<file path="src/dcl_map.vh">
`ifndef DCL_MAP_VH
`define DCL_MAP_VH
// ************************************
// register byte addresses
// ************************************
`define DCL_ADDR_STATUS 4'h0
`define DCL_ADDR_CONTROL 4'h4
`define DCL_ADDR_CONFIG 4'h8
// ************************************
// status / control field positions
// ************************************
`define DCL_BIT_IN_RESET 15
`define DCL_BIT_WDT_RESET 14
`define DCL_BIT_PWR_HI 13
`define DCL_BIT_PWR_LO 12
`define DCL_BIT_VERIFY_ERR 11
`define DCL_BIT_PANEL2 10
`define DCL_BIT_REQUEST 9
`define DCL_BIT_ACK 8
`define DCL_BIT_DEBUG 7
`define DCL_PTR_HI 6
`define DCL_PTR_LO 0
// config register fields
`define DCL_CFG_ENABLE 0
`define DCL_CFG_ON_PRIMARY 1
`define DCL_CFG_ON_SECONDARY 2
// ************************************
// encodings
// ************************************
`define DCL_PWR_NONE 2'h0
`define DCL_PWR_IDLE 2'h1
`define DCL_PWR_SLEEP 2'h2
`define DCL_RESP_OKAY 2'h0
`define DCL_RESP_SLVERR 2'h2
`define DCL_PTR_ZERO 7'h00
`define DCL_WORD_ZERO 32'h00000000
`endif

</file>
<file path="src/dcl_reset_ctrl.v">
`include "dcl_map.vh"
// ************************************
// secondary reset and enable truth table
// ************************************
module dcl_reset_ctrl (
  // clock and reset
  input wire clk,
  input wire rst_b,
  // reset sources, already synchronised
  input wire por_bor_clr,
  input wire primary_rt_reset,
  input wire secondary_rt_reset,
  input wire secondary_wdt_reset,
  input wire app_mode,
  // options
  input wire reset_on_primary_option,
  input wire reset_on_secondary_option,
  // enable set by software
  input wire enable_set,
  input wire enable_clr,
  // results
  output wire secondary_reset_now,
  output reg secondary_enable_reg
);
  wire sec_src;
  wire disable_evt;
  // secondary sources include por/bor/clear in application mode
  assign sec_src = secondary_rt_reset | secondary_wdt_reset | (por_bor_clr & app_mode);
  // por/bor/clear and primary resets always hold the secondary when the table resets it
  assign secondary_reset_now = sec_src | por_bor_clr |
    (primary_rt_reset & ~(reset_on_secondary_option & ~reset_on_primary_option));
  // which resets also disable
  assign disable_evt = por_bor_clr |
    (reset_on_secondary_option & sec_src) |
    (reset_on_secondary_option & reset_on_primary_option & primary_rt_reset);
  // disable wins over a simultaneous software enable, the core is in reset anyway
  always @(posedge clk or negedge rst_b) begin
    if (!rst_b) begin
      secondary_enable_reg <= 1'b0;
    end else if (disable_evt | enable_clr) begin
      secondary_enable_reg <= 1'b0;
    end else if (enable_set) begin
      secondary_enable_reg <= 1'b1;
    end
  end
endmodule // dcl_reset_ctrl

</file>
<file path="src/dcl_link.v">
// Decided for this implementation: register access over AXI4-Lite and the register offsets.
`include "dcl_map.vh"
// Overview of operation
// bit 15 shows secondary in reset; its rise interrupts primary when request set
// watchdog reset sets bit 14 together with the general reset bit
// bits 13-12 show power: 10 sleep, 01 idle, 00 running
// bit 11 set on verify error during program-RAM write verify
// primary requests secondary interrupt with control bit 9
// secondary requests primary interrupt via status bit 9
// bit 8 in status and control acknowledges the opposite request
// bit 7 shows secondary debug mode
// option off: power-on, brown-out, clear reset and disable secondary
// secondary option only: secondary resets disable, primary resets ignored
// both options set: any secondary or primary reset disables
// primary re-enables secondary after a disabling reset
// secondary sources include application-mode power-on, brown-out, clear resets
// seven-bit fifo pointers at bits 6:0, readable only in debug
// request holds until acknowledge; four-phase handshake
module dcl_link (
  // clock and reset
  input wire clk,
  input wire rst_b,
  // axi4-lite write address
  input wire [3:0] s_axi_awaddr,
  input wire s_axi_awvalid,
  output wire s_axi_awready,
  // axi4-lite write data
  input wire [31:0] s_axi_wdata,
  input wire [3:0] s_axi_wstrb,
  input wire s_axi_wvalid,
  output wire s_axi_wready,
  // axi4-lite write response
  output reg [1:0] s_axi_bresp,
  output reg s_axi_bvalid,
  input wire s_axi_bready,
  // axi4-lite read address
  input wire [3:0] s_axi_araddr,
  input wire s_axi_arvalid,
  output wire s_axi_arready,
  // axi4-lite read data
  output reg [31:0] s_axi_rdata,
  output reg [1:0] s_axi_rresp,
  output reg s_axi_rvalid,
  input wire s_axi_rready,
  // device reset sources, asynchronous pins
  input wire por_bor_clr,
  input wire primary_rt_reset,
  input wire secondary_rt_reset,
  input wire secondary_wdt_reset,
  // secondary core state, asynchronous
  input wire secondary_sleep,
  input wire secondary_idle,
  input wire secondary_debug_flag,
  input wire secondary_app_mode,
  input wire secondary_ram_verify_instr,
  input wire verify_mismatch,
  input wire secondary_panel_two_active,
  // secondary side handshake, asynchronous
  input wire sec_to_pri_request,
  input wire pri_to_sec_ack,
  input wire [6:0] write_fifo_pointer,
  input wire [6:0] read_fifo_pointer,
  // outputs toward secondary and primary
  output wire pri_to_sec_request,
  output wire sec_to_pri_ack,
  output wire secondary_in_reset,
  output wire secondary_enable,
  output reg reset_event_irq
);
  localparam NSYNC = 13;
  localparam PW = 7;
  localparam NPTR = 2;
  // positions of each level in the synchroniser vector
  localparam SY_S2P_REQ = 12;
  localparam SY_P2S_ACK = 11;
  localparam SY_MISMATCH = 10;
  localparam SY_VERIFY = 9;
  localparam SY_APP = 8;
  localparam SY_DEBUG = 7;
  localparam SY_IDLE = 6;
  localparam SY_SLEEP = 5;
  localparam SY_WDT = 4;
  localparam SY_SEC_RT = 3;
  localparam SY_PRI_RT = 2;
  localparam SY_PBC = 1;
  localparam SY_PANEL2 = 0;
  // ************************************
  // two-flop synchronisers for all asynchronous inputs
  // ************************************
  wire [NSYNC-1:0] async_in;
  reg [NSYNC-1:0] meta_reg;
  reg [NSYNC-1:0] sync_reg;
  wire [6:0] wptr_s;
  wire [6:0] rptr_s;
  // packed in the order of the positions above
  assign async_in = {sec_to_pri_request, pri_to_sec_ack, verify_mismatch, secondary_ram_verify_instr,
    secondary_app_mode, secondary_debug_flag, secondary_idle, secondary_sleep, secondary_wdt_reset,
    secondary_rt_reset, primary_rt_reset, por_bor_clr, secondary_panel_two_active};
  genvar gi;
  generate
    for (gi = 0; gi < NSYNC; gi = gi + 1) begin : g_sync
      // each bit synchronised alone; no bit relies on another for timing
      always @(posedge clk or negedge rst_b) begin
        if (!rst_b) begin
          meta_reg[gi] <= 1'b0;
          sync_reg[gi] <= 1'b0;
        end else begin
          meta_reg[gi] <= async_in[gi];
          sync_reg[gi] <= meta_reg[gi];
        end
      end
    end
  endgenerate
  wire s_s2p_req = sync_reg[SY_S2P_REQ];
  wire s_p2s_ack = sync_reg[SY_P2S_ACK];
  wire s_mismatch = sync_reg[SY_MISMATCH];
  wire s_verify = sync_reg[SY_VERIFY];
  wire s_app = sync_reg[SY_APP];
  wire s_debug = sync_reg[SY_DEBUG];
  wire s_idle = sync_reg[SY_IDLE];
  wire s_sleep = sync_reg[SY_SLEEP];
  wire s_wdt = sync_reg[SY_WDT];
  wire s_sec_rt = sync_reg[SY_SEC_RT];
  wire s_pri_rt = sync_reg[SY_PRI_RT];
  wire s_pbc = sync_reg[SY_PBC];
  wire s_panel2 = sync_reg[SY_PANEL2];
  // pointer words: synchronised, then taken only when two samples agree
  wire [NPTR*PW-1:0] ptr_in;
  reg [NPTR*PW-1:0] ptr_meta_reg;
  reg [NPTR*PW-1:0] ptr_sync_reg;
  reg [NPTR*PW-1:0] ptr_prev_reg;
  reg [NPTR*PW-1:0] ptr_hold_reg;
  assign ptr_in = {read_fifo_pointer, write_fifo_pointer};
  genvar gp;
  generate
    for (gp = 0; gp < NPTR; gp = gp + 1) begin : g_ptr
      // a word caught while its bits move never shows; costs two cycles of latency
      always @(posedge clk or negedge rst_b) begin
        if (!rst_b) begin
          ptr_meta_reg[gp*PW +: PW] <= `DCL_PTR_ZERO;
          ptr_sync_reg[gp*PW +: PW] <= `DCL_PTR_ZERO;
          ptr_prev_reg[gp*PW +: PW] <= `DCL_PTR_ZERO;
          ptr_hold_reg[gp*PW +: PW] <= `DCL_PTR_ZERO;
        end else begin
          ptr_meta_reg[gp*PW +: PW] <= ptr_in[gp*PW +: PW];
          ptr_sync_reg[gp*PW +: PW] <= ptr_meta_reg[gp*PW +: PW];
          ptr_prev_reg[gp*PW +: PW] <= ptr_sync_reg[gp*PW +: PW];
          if (ptr_sync_reg[gp*PW +: PW] == ptr_prev_reg[gp*PW +: PW]) begin
            ptr_hold_reg[gp*PW +: PW] <= ptr_prev_reg[gp*PW +: PW];
          end
        end
      end
    end
  endgenerate
  // write pointer sits in the low slice, read pointer above it
  assign wptr_s = ptr_hold_reg[PW-1:0];
  assign rptr_s = ptr_hold_reg[NPTR*PW-1:PW];
  // ************************************
  // axi4-lite handshakes
  // ************************************
  reg aw_full_reg;
  reg w_full_reg;
  reg [3:0] aw_addr_reg;
  reg [31:0] w_data_reg;
  reg [3:0] w_strb_reg;
  wire aw_take;
  wire w_take;
  wire wr_go;
  wire rd_go;
  wire aw_mapped;
  // one write at a time: no new address or data until the response leaves
  assign s_axi_awready = ~aw_full_reg & ~s_axi_bvalid;
  assign s_axi_wready = ~w_full_reg & ~s_axi_bvalid;
  assign aw_take = s_axi_awvalid & s_axi_awready;
  assign w_take = s_axi_wvalid & s_axi_wready;
  assign wr_go = aw_full_reg & w_full_reg;
  assign s_axi_arready = ~s_axi_rvalid;
  assign rd_go = s_axi_arvalid & s_axi_arready;
  // status writes are answered okay and dropped; anything off the map is an error
  assign aw_mapped = aw_addr_reg == `DCL_ADDR_CONTROL || aw_addr_reg == `DCL_ADDR_CONFIG ||
    aw_addr_reg == `DCL_ADDR_STATUS;
  always @(posedge clk or negedge rst_b) begin
    if (!rst_b) begin
      aw_full_reg <= 1'b0;
      w_full_reg <= 1'b0;
      aw_addr_reg <= 4'h0;
      w_data_reg <= `DCL_WORD_ZERO;
      w_strb_reg <= 4'h0;
      s_axi_bvalid <= 1'b0;
      s_axi_bresp <= `DCL_RESP_OKAY;
    end else begin
      if (aw_take) begin
        aw_full_reg <= 1'b1;
        aw_addr_reg <= s_axi_awaddr;
      end
      if (w_take) begin
        w_full_reg <= 1'b1;
        w_data_reg <= s_axi_wdata;
        w_strb_reg <= s_axi_wstrb;
      end
      if (wr_go) begin
        aw_full_reg <= 1'b0;
        w_full_reg <= 1'b0;
        s_axi_bvalid <= 1'b1;
        s_axi_bresp <= aw_mapped ? `DCL_RESP_OKAY : `DCL_RESP_SLVERR;
      end else if (s_axi_bvalid && s_axi_bready) begin
        s_axi_bvalid <= 1'b0;
      end
    end
  end
  // ************************************
  // control and config registers
  // ************************************
  reg req_reg;
  reg ack_reg;
  reg opt_pri_reg;
  reg opt_sec_reg;
  wire wr_ctl;
  wire wr_cfg;
  wire en_set;
  wire en_clr;
  assign wr_ctl = wr_go && aw_addr_reg == `DCL_ADDR_CONTROL && w_strb_reg[1];
  assign wr_cfg = wr_go && aw_addr_reg == `DCL_ADDR_CONFIG && w_strb_reg[0];
  assign en_set = wr_cfg & w_data_reg[`DCL_CFG_ENABLE];
  assign en_clr = wr_cfg & ~w_data_reg[`DCL_CFG_ENABLE];
  // request and ack bits are plain software bits; the four-phase order is kept by software
  always @(posedge clk or negedge rst_b) begin
    if (!rst_b) begin
      req_reg <= 1'b0;
      ack_reg <= 1'b0;
      opt_pri_reg <= 1'b1; // unprogrammed default
      opt_sec_reg <= 1'b1;
    end else begin
      if (wr_ctl) begin
        req_reg <= w_data_reg[`DCL_BIT_REQUEST];
        ack_reg <= w_data_reg[`DCL_BIT_ACK];
      end
      if (wr_cfg) begin
        opt_pri_reg <= w_data_reg[`DCL_CFG_ON_PRIMARY];
        opt_sec_reg <= w_data_reg[`DCL_CFG_ON_SECONDARY];
      end
    end
  end
  assign pri_to_sec_request = req_reg;
  assign sec_to_pri_ack = ack_reg;
  // ************************************
  // secondary reset control
  // ************************************
  wire rst_now;
  dcl_reset_ctrl u_rst (
    .clk(clk),
    .rst_b(rst_b),
    .por_bor_clr(s_pbc),
    .primary_rt_reset(s_pri_rt),
    .secondary_rt_reset(s_sec_rt),
    .secondary_wdt_reset(s_wdt),
    .app_mode(s_app),
    .reset_on_primary_option(opt_pri_reg),
    .reset_on_secondary_option(opt_sec_reg),
    .enable_set(en_set),
    .enable_clr(en_clr),
    .secondary_reset_now(rst_now),
    .secondary_enable_reg(secondary_enable)
  );
  // ************************************
  // status bits
  // ************************************
  reg in_reset_reg;
  reg wdt_flag_reg;
  reg verify_err_reg;
  reg [1:0] power_state_next;
  always @(posedge clk or negedge rst_b) begin
    if (!rst_b) begin
      in_reset_reg <= 1'b0;
      wdt_flag_reg <= 1'b0;
      verify_err_reg <= 1'b0;
      reset_event_irq <= 1'b0;
    end else begin
      // in-reset follows the combined sources one edge later
      in_reset_reg <= rst_now;
      // pulse on the leading edge of reset while a request is pending
      reset_event_irq <= rst_now & ~in_reset_reg & req_reg;
      // the cause is kept until a reset of another kind, so software can read it afterwards
      if (s_wdt) begin
        wdt_flag_reg <= 1'b1;
      end else if (rst_now & ~in_reset_reg) begin
        wdt_flag_reg <= 1'b0; // a non-watchdog reset replaces the cause
      end
      // error follows each verify instruction's result
      if (s_verify) begin
        verify_err_reg <= s_mismatch;
      end
    end
  end
  assign secondary_in_reset = in_reset_reg;
  // sleep takes priority; both together never leave the reserved code
  always @* begin
    if (s_sleep) begin
      power_state_next = `DCL_PWR_SLEEP;
    end else if (s_idle) begin
      power_state_next = `DCL_PWR_IDLE;
    end else begin
      power_state_next = `DCL_PWR_NONE;
    end
  end
  wire [15:0] status_word;
  wire [15:0] control_word;
  // the watchdog feeds the reset path, so bit 15 rises with bit 14 yet falls when the reset ends
  assign status_word = {in_reset_reg, wdt_flag_reg, power_state_next, verify_err_reg,
    s_panel2, s_s2p_req, s_p2s_ack, s_debug,
    s_debug ? wptr_s : `DCL_PTR_ZERO};
  // control keeps bit 7 empty; request and ack sit at 9 and 8
  assign control_word = {6'h00, req_reg, ack_reg, 1'b0, s_debug ? rptr_s : `DCL_PTR_ZERO};
  // ************************************
  // read channel
  // ************************************
  // answer on the same edge that takes the address; data stand until rready
  always @(posedge clk or negedge rst_b) begin
    if (!rst_b) begin
      s_axi_rvalid <= 1'b0;
      s_axi_rdata <= `DCL_WORD_ZERO;
      s_axi_rresp <= `DCL_RESP_OKAY;
    end else if (rd_go) begin
      s_axi_rvalid <= 1'b1;
      s_axi_rresp <= `DCL_RESP_OKAY;
      case (s_axi_araddr)
        `DCL_ADDR_STATUS: begin
          s_axi_rdata <= {16'h0000, status_word};
        end
        `DCL_ADDR_CONTROL: begin
          s_axi_rdata <= {16'h0000, control_word};
        end
        `DCL_ADDR_CONFIG: begin
          // bit 0 enable, bit 1 primary option, bit 2 secondary option
          s_axi_rdata <= {29'h0000000, opt_sec_reg, opt_pri_reg, secondary_enable};
        end
        default: begin
          s_axi_rdata <= `DCL_WORD_ZERO;
          s_axi_rresp <= `DCL_RESP_SLVERR;
        end
      endcase
    end else if (s_axi_rvalid && s_axi_rready) begin
      s_axi_rvalid <= 1'b0;
    end
  end
endmodule // dcl_link

</file>
<file path="config.mk">
export PLATFORM = sky130hd
export DESIGN_NAME = dcl_link
export DESIGN_NICKNAME = d
export VERILOG_FILES = /design/src/dcl_reset_ctrl.v /design/src/dcl_link.v
export VERILOG_INCLUDE_DIRS = /design/src
export SDC_FILE = /design/constraint.sdc
export NUM_CORES = 1
export LEC_CHECK = 0
export ABC_AREA = 1
export BUFFER_PORTS_ARGS = -buffer_cell sky130_fd_sc_hd__buf_2
export CAP_MARGIN = 20
export CORE_ASPECT_RATIO = 1.1
export CORE_UTILIZATION = 45
export CTS_CLUSTER_SIZE = 40
export DETAILED_ROUTE_END_ITERATION = 8
export PLACE_DENSITY = 0.79
export SETUP_SLACK_MARGIN = 0.02
export SLEW_MARGIN = 15
export SYNTH_ARGS = -nofsm -noshare
export SYNTH_HDL_FRONTEND = slang
export SYNTH_HIERARCHICAL = 1
export SYNTH_SLANG_ARGS = --single-unit
</file>
<file path="constraint.sdc">
create_clock -name clk -period 1.7 [get_ports clk]
set_clock_uncertainty 0.2 [all_clocks]
set_input_delay 0.34 -clock clk [delete_from_list [all_inputs] [get_ports clk]]
set_output_delay 0.34 -clock clk [all_outputs]
set_load 0.05 [all_outputs]
</file>
==> flow_summary_export.csv, run 1 <==
group,metric,value,unit
worst_setup_path,crit_type,"reg -> out",
finish,final_nets,675,
drt,post_drt_wl_per_cell,12.44,um
grt,grt_usage,18.08,%
drt,antenna_left,0,
pwr,p_int,5.953,mW
placement,gp_congestion,0.7567,
grt,grt_first_pass_wirelength,14750,um
sta,finalSetupTns,-0.3321,ns
floorplanning,core,9937,um^2
finish,drive_above_1_share,23.89,%
grt,grt-ovfl-total,0,
clock_network,clk_pin_slew,0.06,ns
finish,mostFrequentLayoutCells,"nand2_1 (121), dfrtp_1 (119), inv_1 (62), buf_2 (46), dlygate4sd3_1 (45)",
sta,fin_crit,1.816,ns
sta,layout_setup_ws,-0.1158,ns
floorplanning,die_area,10730,um^2
pwr,pwr-share-clk,37.7,%
placement,portBuffers,75,
pwr,p_leak,3.249,nW
sta,holdWs,0.03899,ns
grt,grt_pass1_vias,3246,
synthesis,synthesis.instances,452,
synthesis,synth_warnings,6,
clock_network,cts_buffers,17,
synthesis,syn_area_per_cell,10.27,um^2
floorplanning,dieHeight,108.5,um
placement,dp_hpwl,5652,um
pwr,seq_power_share,42.6,%
sta,drv_slew,0,
drt,routed_via_density,4.585,
drt,num_vias,3333,
worst_setup_path,cp_max_fo,4,
finish,syn_to_final_growth,36.24,%
floorplanning,ios,124,
worst_setup_path,cp-end-kind,"output pin",
pwr,p_sw,2.476,mW
sta,rsz0062_at_grt,"yes",
finish,final_common_cell,"nand2_1",
worst_setup_path,start_kind,"register",
drt,drtPass1Iterations,4,
sta,finalSetupViolCount,3,
drt,totalWireLength,9045,um
grt,grt_max_degree,47,
run_status,status,"finished with violations",
grt,antenna_found_initial,0,
finish,antenna_cells,0,
synthesis,syn_area,4643,um^2
clock_network,cts.path.max_buffers,2,
drt,drc_errors,0,
finish,largest_reg_flops,16,
finish,top_register,"s_axi_rdata",
clock_network,h-tree-depth,4,
worst_setup_path,cp.required,1.16,ns
clock_network,clk_latency,0.51,ns
drt,first_iter_violations,173,
worst_setup_path,worstPathArrival,1.28,ns
run_status,violations,"negative setup slack",
clock_network,cts-root-buf,"clkbuf_8",
pwr,switching_share,29.37,%
pwr,p_comb_share,19.7,%
worst_hold_path,min_path_type,"in -> reg",
pwr,pwr_density_cell,1332,nW/um^2
floorplanning,rows,38,
flow_run,cap_violations,0,
floorplanning,die_w,98.85,um
sta,period_share,106.8,%
clock_network,cts.sinks,122,
sta,fmax,0.5507,GHz
clock_network,tritoncts,"built",
pwr,ir_drop,1110,uV
sta,hold_viol,0,
floorplanning,start_util,46.73,%
## routing by layer
| metal | global-route usage, % | wire, um | up-vias |
|---|---|---|---|
| li1 | - | - | 1665 |
| met1 | 22.26 | 3906 | 1553 |
| met2 | 29.02 | 4605 | 101 |
| met3 | 5.107 | 390 | 14 |
| met4 | 9.808 | 143 | 0 |
| met5 | 0 | 0 | - |
## final cells by class
type / instances / area, um^2
well taps: 120 / 150.1
flip-flops and latches: 122 / 3057
clock buffers: 21 / 459.2
fillers: 753 / 3611
multi-input cells: 259 / 1285
inverters: 66 / 247.7
repair buffers: 131 / 1055
clock inverters: 8 / 72.57
## metrics by stage
stage	power (mW)	utilization [%]	cell area (um^2)	setup slack, ns	instances
finish	8.429	63.66	6326	-0.1158	727
floorplan	4.557	-	4726	0.05355	469
detailed placement	4.923	51.94	5161	0.1167	647
global placement	4.860	51.94	5161	0.1668	647
CTS	8.318	62.78	6238	-0.1384	723
global route	8.817	63.66	6326	-0.1745	727
## critical path, stage by stage (launching register included)
cell and delay [ns]:
dfrtp_2 0.46, nor2_4 0.15, buf_8 0.16
## what timing repair did
| action | CTS | global route |
|---|---|---|
| endpoints found under the setup margin | 22 | 16 |
| endpoints found under the hold margin | 163 | 0 |
| pin swaps | 0 | 5 |
| hold buffers | 45 | 0 |
| setup buffers | 2 | 4 |
| resized for setup | 28 | 22 |
## power by group through the flow
stage	clock, mW	sequential, mW	combinational, mW
6_report	3.18	3.59	1.66
5_1_grt	3.38	3.63	1.80
4_1_cts	3.23	3.58	1.51
3_5_place_dp	0	3.61	1.31
3_3_place_gp	0	3.59	1.27
2_1_floorplan	0	3.75	0.810
## path summary, 6_finish.rpt
kind	start	to	slack (ns)	depth (start not counted)
setup / recovery	s_axi_bvalid	s_axi_awready	-0.12	2
hold / removal	s_axi_araddr[0]	s_axi_rresp[1]	0.04	3
setup reg to reg	aw_full_reg	u_rst/secondary_enable_reg	0.05	9
hold reg to reg	ptr_meta_reg[3]	ptr_sync_reg[3]	0.14	0
max in group asynchronous	rst_b	opt_sec_reg	0.70	3
min in group asynchronous	rst_b	ptr_meta_reg[10]	0.06	2
Note: power is estimated with default switching activity, not from simulation.
==> run 2: changes to the inputs <==
--- a/config.mk
+++ b/config.mk
@@ -13,7 +13,7 @@
 export CORE_UTILIZATION = 45
 export CTS_CLUSTER_SIZE = 40
 export DETAILED_ROUTE_END_ITERATION = 8
-export PLACE_DENSITY = 0.79
+export PLACE_DENSITY_LB_ADDON = 0.05
 export SETUP_SLACK_MARGIN = 0.02
 export SLEW_MARGIN = 15
 export SYNTH_ARGS = -nofsm -noshare
==> run 2 against run 1 <==
The flow still finishes with violations (negative setup slack). Utilization increased by 0.14 points. Flip-flop and latch count is the same. Global-route usage shrank 0.91 points. Clock-buffer cell count did not move. Highest routed layer unchanged.
==> flow_summary_export.csv, run 2 (synthesized netlist as in run 1, its figures left out) <==
group,metric,value,unit
grt,antenna_found_initial,0,
clock_network,cts.path.max_buffers,2,
worst_setup_path,start_kind,"register",
drt,drtPass1Iterations,4,
clock_network,cts_buffers,17,
drt,num_vias,3256,
pwr,total_power,8.796,mW
worst_setup_path,endpoint,"s_axi_awready",
worst_setup_path,worstPathArrival,1.24,ns
run_status,status,"finished with violations",
drt,post_drt_wl_per_cell,11.45,um
placement,dp_hpwl,5467,um
finish,n_fill_cell,828,
grt,grt_max_degree,74,
floorplanning,ios,124,
worst_setup_path,regToRegEndpoint,"u_rst/secondary_enable_reg",
sta,fin_crit,1.780,ns
pwr,ir_drop,1120,uV
sta,layout_setup_ws,-0.08023,ns
finish,final_nets,672,
clock_network,cts-root-buf,"clkbuf_8",
placement,portBuffers,75,
finish,syn_to_final_growth,36.54,%
worst_setup_path,cp.required,1.16,ns
worst_setup_path,critical_path_depth,2,
sta,rsz0062_at_grt,"yes",
worst_setup_path,crit_family,"flip-flops",
worst_setup_path,reg2reg_from,"w_full_reg",
flow_run,cap_violations,0,
pwr,p_leak,3.263,nW
floorplanning,die_w,98.85,um
sta,fmax,0.5617,GHz
finish,drive_above_1_share,24.05,%
worst_setup_path,r2r_cells,9,
clock_network,cts.sinks,122,
drt,routed_via_density,4.479,
worst_setup_path,cp-end-kind,"output pin",
worst_setup_path,crit_type,"reg -> out",
worst_setup_path,cp_max_fo,4,
floorplanning,rows,38,
sta,period_share,104.7,%
placement,gp_congestion,0.7326,
clock_network,h-tree-depth,4,
worst_setup_path,cp.buffers_inverters,1,
worst_setup_path,r2r_slack,0.03,ns
sta,drv_slew,0,
finish,regArea,3057,um^2
finish,antenna_cells,0,
sta,finalSetupViolCount,3,
floorplanning,die_area,10730,um^2
worst_hold_path,min_path_type,"in -> reg",
worst_setup_path,cpPeakStageDelay,0.45,ns
grt,grt_usage,17.17,%
finish,largest_reg_flops,16,
clock_network,tritoncts,"built",
clock_network,clk_latency,0.51,ns
finish,top_register,"s_axi_rdata",
drt,antenna_left,0,
placement,pre_cts_ws,0.09492,ns
drt,first_iter_violations,205,
drt,drc_errors,0,
grt,grt_first_pass_wirelength,14070,um
grt,grt-ovfl-total,0,
grt,grt_pass1_vias,3088,
pwr,pwr_density_cell,1387,nW/um^2
finish,final_common_cell,"nand2_1",
worst_setup_path,critPathLaunch,"s_axi_bvalid",
drt,totalWireLength,8326,um
worst_setup_path,path_cells,"nor2_4 > buf_8",
sta,hold_viol,0,
finish,mostFrequentLayoutCells,"nand2_1 (120), dfrtp_1 (119), inv_1 (62), buf_2 (53), dlygate4sd3_1 (43)",
clock_network,clk_pin_slew,0.05,ns
floorplanning,core,9937,um^2
floorplanning,start_util,46.73,%
floorplanning,dieHeight,108.5,um
worst_setup_path,slowest_stage,"dfrtp_2",
finish,fin_util,63.80,%
finish,multi_input_area,1287,um^2
run_status,violations,"negative setup slack",
-- run 2: cell count changes in the layout (fill, tap and decap cells not counted), sizes merged --
cell         previous run  this run
buf                    83        75
bufinv                  1         4
clkbuf                 24        31
clkinv                  4         3
clkinvlp                3         2
dlygate4sd3            45        43
inv                    66        68
-- run 2: cell type report --
class,instances,area share (%)
well taps,120,2.368
multi-input cells,259,20.31
flip-flops and latches,122,48.21
clock inverters,11,2.645
repair buffers,128,15.63
clock buffers,21,6.927
inverters,66,3.908
-- run 2: routing by layer --
metal  GRT usage (%)  vias up  routed length [um]
met3           4.719       10                 381
met5               0        -                   0
met4           7.036        0                 119
met2           27.22       86                3853
met1           22.43     1505                3972
li1                -     1655                   -
-- run 2: repair_timing --
action | in CTS | in global routing
resized for setup | 15 | 22
endpoints found under the setup margin | 11 | 19
hold buffers | 43 | 0
buffers inserted | 3 | 2
cloned | 0 | 0
pin swaps | 0 | 5
hold endpoints to repair | 163 | 0
-- run 2: worst min-delay path by stage --
stage,slack (ns),from,end,cells past startpoint
4_1_cts,0.02,s_axi_araddr[0],s_axi_rresp[1],3
3_3_place_gp,0.13,ptr_meta_reg[6],ptr_sync_reg[6],0
6_report,0.03,s_axi_araddr[0],s_axi_rresp[1],3
3_5_place_dp,0.13,ptr_meta_reg[5],ptr_sync_reg[5],0
5_1_grt,0.05,s_axi_araddr[0],s_axi_rresp[1],3
2_1_floorplan,-0.16,rst_b,aw_addr_reg[0],0
-- run 2: where the power goes --
part	internal [mW]	switching, mW	leakage (nW)	total [mW]
logic	0.605	0.970	1.50	1.58
registers	3.30	0.268	1.47	3.57
clock network	2.42	1.23	0.293	3.65
total	6.33	2.47	3.26	8.80
-- run 2: worst min-delay path, cell delays in order --
cell     delay (ns)
buf_2          0.13
nor2_8         0.06
a31oi_1        0.16
-- run 2: per-stage QoR --
step	setup TNS, ns	hold WS [ns]	std cells	instance area, um^2
after floorplan	0	-0.1556	469	4726
after global placement	0	0.1320	647	5161
after detailed placement	0	0.1347	647	5161
after CTS	-0.2494	0.01735	725	6271
after global routing	-0.3994	0.05044	727	6340
final	-0.2076	0.03480	727	6340
==> run 3: changes to the inputs <==
--- a/config.mk
+++ b/config.mk
@@ -6,7 +6,6 @@
 export SDC_FILE = /design/constraint.sdc
 export NUM_CORES = 1
 export LEC_CHECK = 0
-export ABC_AREA = 1
 export BUFFER_PORTS_ARGS = -buffer_cell sky130_fd_sc_hd__buf_2
 export CAP_MARGIN = 20
 export CORE_ASPECT_RATIO = 1.1
==> run 3 against run 2 <==
The run still ends with negative setup slack left. Non-clock buffer count is 23 higher. Via count fell by 21%. Cell area shrank 0.95%.
==> flow_summary_export.csv, run 3 <==
group,metric,value,unit
run_status,status,"finished with violations",
run_status,violations,"negative setup slack",
drt,drtPass1Iterations,4,
flow_run,cap_violations,0,
sta,holdWs,0.03962,ns
finish,syn_to_final_growth,46.88,%
floorplanning,core,9054,um^2
pwr,ir_drop,996.4,uV
clock_network,cts.sinks,122,
pwr,switching_share,26.86,%
finish,largest_reg_flops,16,
worst_setup_path,reg2reg_from,"ptr_prev_reg[13]",
worst_setup_path,cp.required,1.16,ns
pwr,p_sw,2.371,mW
floorplanning,ios,124,
sta,finalSetupViolCount,18,
placement,gp_congestion,0.7711,
clock_network,cts-root-buf,"clkbuf_8",
worst_setup_path,cpPeakStageDelay,0.40,ns
grt,antenna_found_initial,0,
finish,drive_above_1_share,44.99,%
placement,portBuffers,75,
worst_setup_path,cp-end-kind,"output pin",
floorplanning,die_area,9895,um^2
synthesis,synthesis.instances,271,
finish,antenna_cells,0,
worst_setup_path,worstPathArrival,1.28,ns
clock_network,clk_latency,0.51,ns
drt,antenna_left,0,
clock_network,tritoncts,"built",
drt,num_vias,2559,
synthesis,syn_area,4275,um^2
finish,mostFrequentLayoutCells,"dfrtp_1 (118), buf_2 (46), buf_4 (42), dlygate4sd3_1 (40), mux2_2 (20)",
worst_setup_path,critPathLaunch,"w_full_reg",
clock_network,clk_pin_slew,0.06,ns
sta,layout_setup_ws,-0.1200,ns
worst_hold_path,hp-start,"s_axi_araddr[3]",
pwr,seq_power_share,41.1,%
pwr,p_int,6.456,mW
sta,hold_viol,0,
sta,finalSetupTns,-0.9007,ns
drt,routed_via_density,4.545,
grt,grt_pass1_vias,2631,
clock_network,cts_buffers,17,
finish,top_register,"s_axi_rdata",
drt,drc_errors,0,
pwr,p_leak,2.974,nW
sta,period_share,107.1,%
worst_setup_path,slowest_stage,"dfrtp_1",
worst_setup_path,crit_type,"reg -> out",
floorplanning,rows,36,
pwr,p_comb_share,19.6,%
floorplanning,die_w,94.94,um
placement,pre_cts_ws,-0.09181,ns
clock_network,cts.path.max_buffers,2,
synthesis,synth_warnings,6,
floorplanning,start_util,47.22,%
worst_setup_path,start_kind,"register",
pwr,pwr-share-clk,39.3,%
sta,fin_crit,1.820,ns
grt,grt_first_pass_wirelength,12230,um
drt,post_drt_wl_per_cell,13.27,um
floorplanning,dieHeight,104.2,um
drt,totalWireLength,7470,um
synthesis,syn_area_per_cell,15.78,um^2
sta,rsz0062_at_grt,"yes",
finish,final_nets,514,
finish,final_common_cell,"dfrtp_1",
sta,drv_slew,0,
grt,grt-ovfl-total,0,
grt,grt_max_degree,29,
grt,grt_usage,16.87,%
drt,first_iter_violations,53,
worst_setup_path,path_cells,"buf_6 > nor2_4 > buf_8",
sta,fmax,0.5494,GHz
clock_network,h-tree-depth,4,
worst_hold_path,min_path_type,"in -> reg",
placement,dp_hpwl,4920,um
worst_setup_path,cp_max_fo,2,
pwr,pwr_density_cell,1406,nW/um^2
## run 3: changes by cell type in the layout (fill, tap and decap cells not counted), sizes merged, moves of 6 or more
cell / before / now
o21bai: 14 / 1
nand3: 24 / 0
mux2: 4 / 35
o21ai: 21 / 9
buf: 75 / 108
xor2: 0 / 6
clkbuf: 31 / 22
nand4: 8 / 2
nor2: 30 / 6
a22o: 0 / 8
inv: 68 / 6
nand2: 125 / 11
## run 3: worst max-delay path, delay by kind of cell (launching register included)
kind	cells	cell delay (ns)
flops	1	0.40
simple gates	1	0.09
buf+inv	2	0.28
## run 3: through the flow
step,utilization (%),power [mW],cell area [um^2],std cells
after floorplan,-,4.628,4443,288
after global placement,55.56,4.994,5030,481
after detailed placement,55.56,5.033,5030,481
after CTS,67.97,8.785,6153,558
after global routing,69.36,9.232,6280,563
final,69.36,8.828,6280,563
## run 3: power groups by stage
stage | Combinational, mW | Sequential (mW) | Clock [mW]
after global routing | 1.86 | 3.68 | 3.70
after global placement | 1.37 | 3.62 | 0
after CTS | 1.63 | 3.61 | 3.55
after detailed placement | 1.39 | 3.64 | 0
after floorplan | 0.861 | 3.77 | 0
final | 1.73 | 3.63 | 3.47
## run 3: repair_timing
| action | CTS | global route |
|---|---|---|
| gates resized for setup | 34 | 29 |
| hold buffers | 40 | 0 |
| setup buffers | 5 | 5 |
| endpoints found under the setup margin | 38 | 47 |
| hold endpoints to repair | 159 | 0 |
| pin swaps | 3 | 5 |
## run 3: routing by layer
layer,global-route usage (%),routed length (um),vias to the layer above,part of all wire [%]
li1,-,-,1225,-
met1,22.69,3556,1245,48
met2,23.79,3359,72,45
met3,6.433,378,17,5.1
met4,8.442,176,0,2.4
met5,0,0,-,0
## run 3: area by class of cell
class	count	area [um^2]
Clock buffer	19	431.7
Clock inverter	13	151.4
Fill cell	641	2774
Inverter	7	30.03
Multi-Input combinational cell	137	1230
Sequential cell	122	3058
Tap cell	114	142.6
Timing Repair Buffer	151	1236
## run 3: path summary, 6_finish.rpt
check                             endpoint  slack [ns]  depth (start not counted)
setup reg to reg                 rptr_s[6]       -0.09                          5
setup / recovery              s_axi_wready       -0.12                          3
max in group asynchronous      opt_pri_reg        0.68                          3
min in group asynchronous          s_sleep        0.10                          2
hold reg to reg            ptr_sync_reg[3]        0.15                          0
hold / removal              s_axi_rresp[1]        0.04                          3
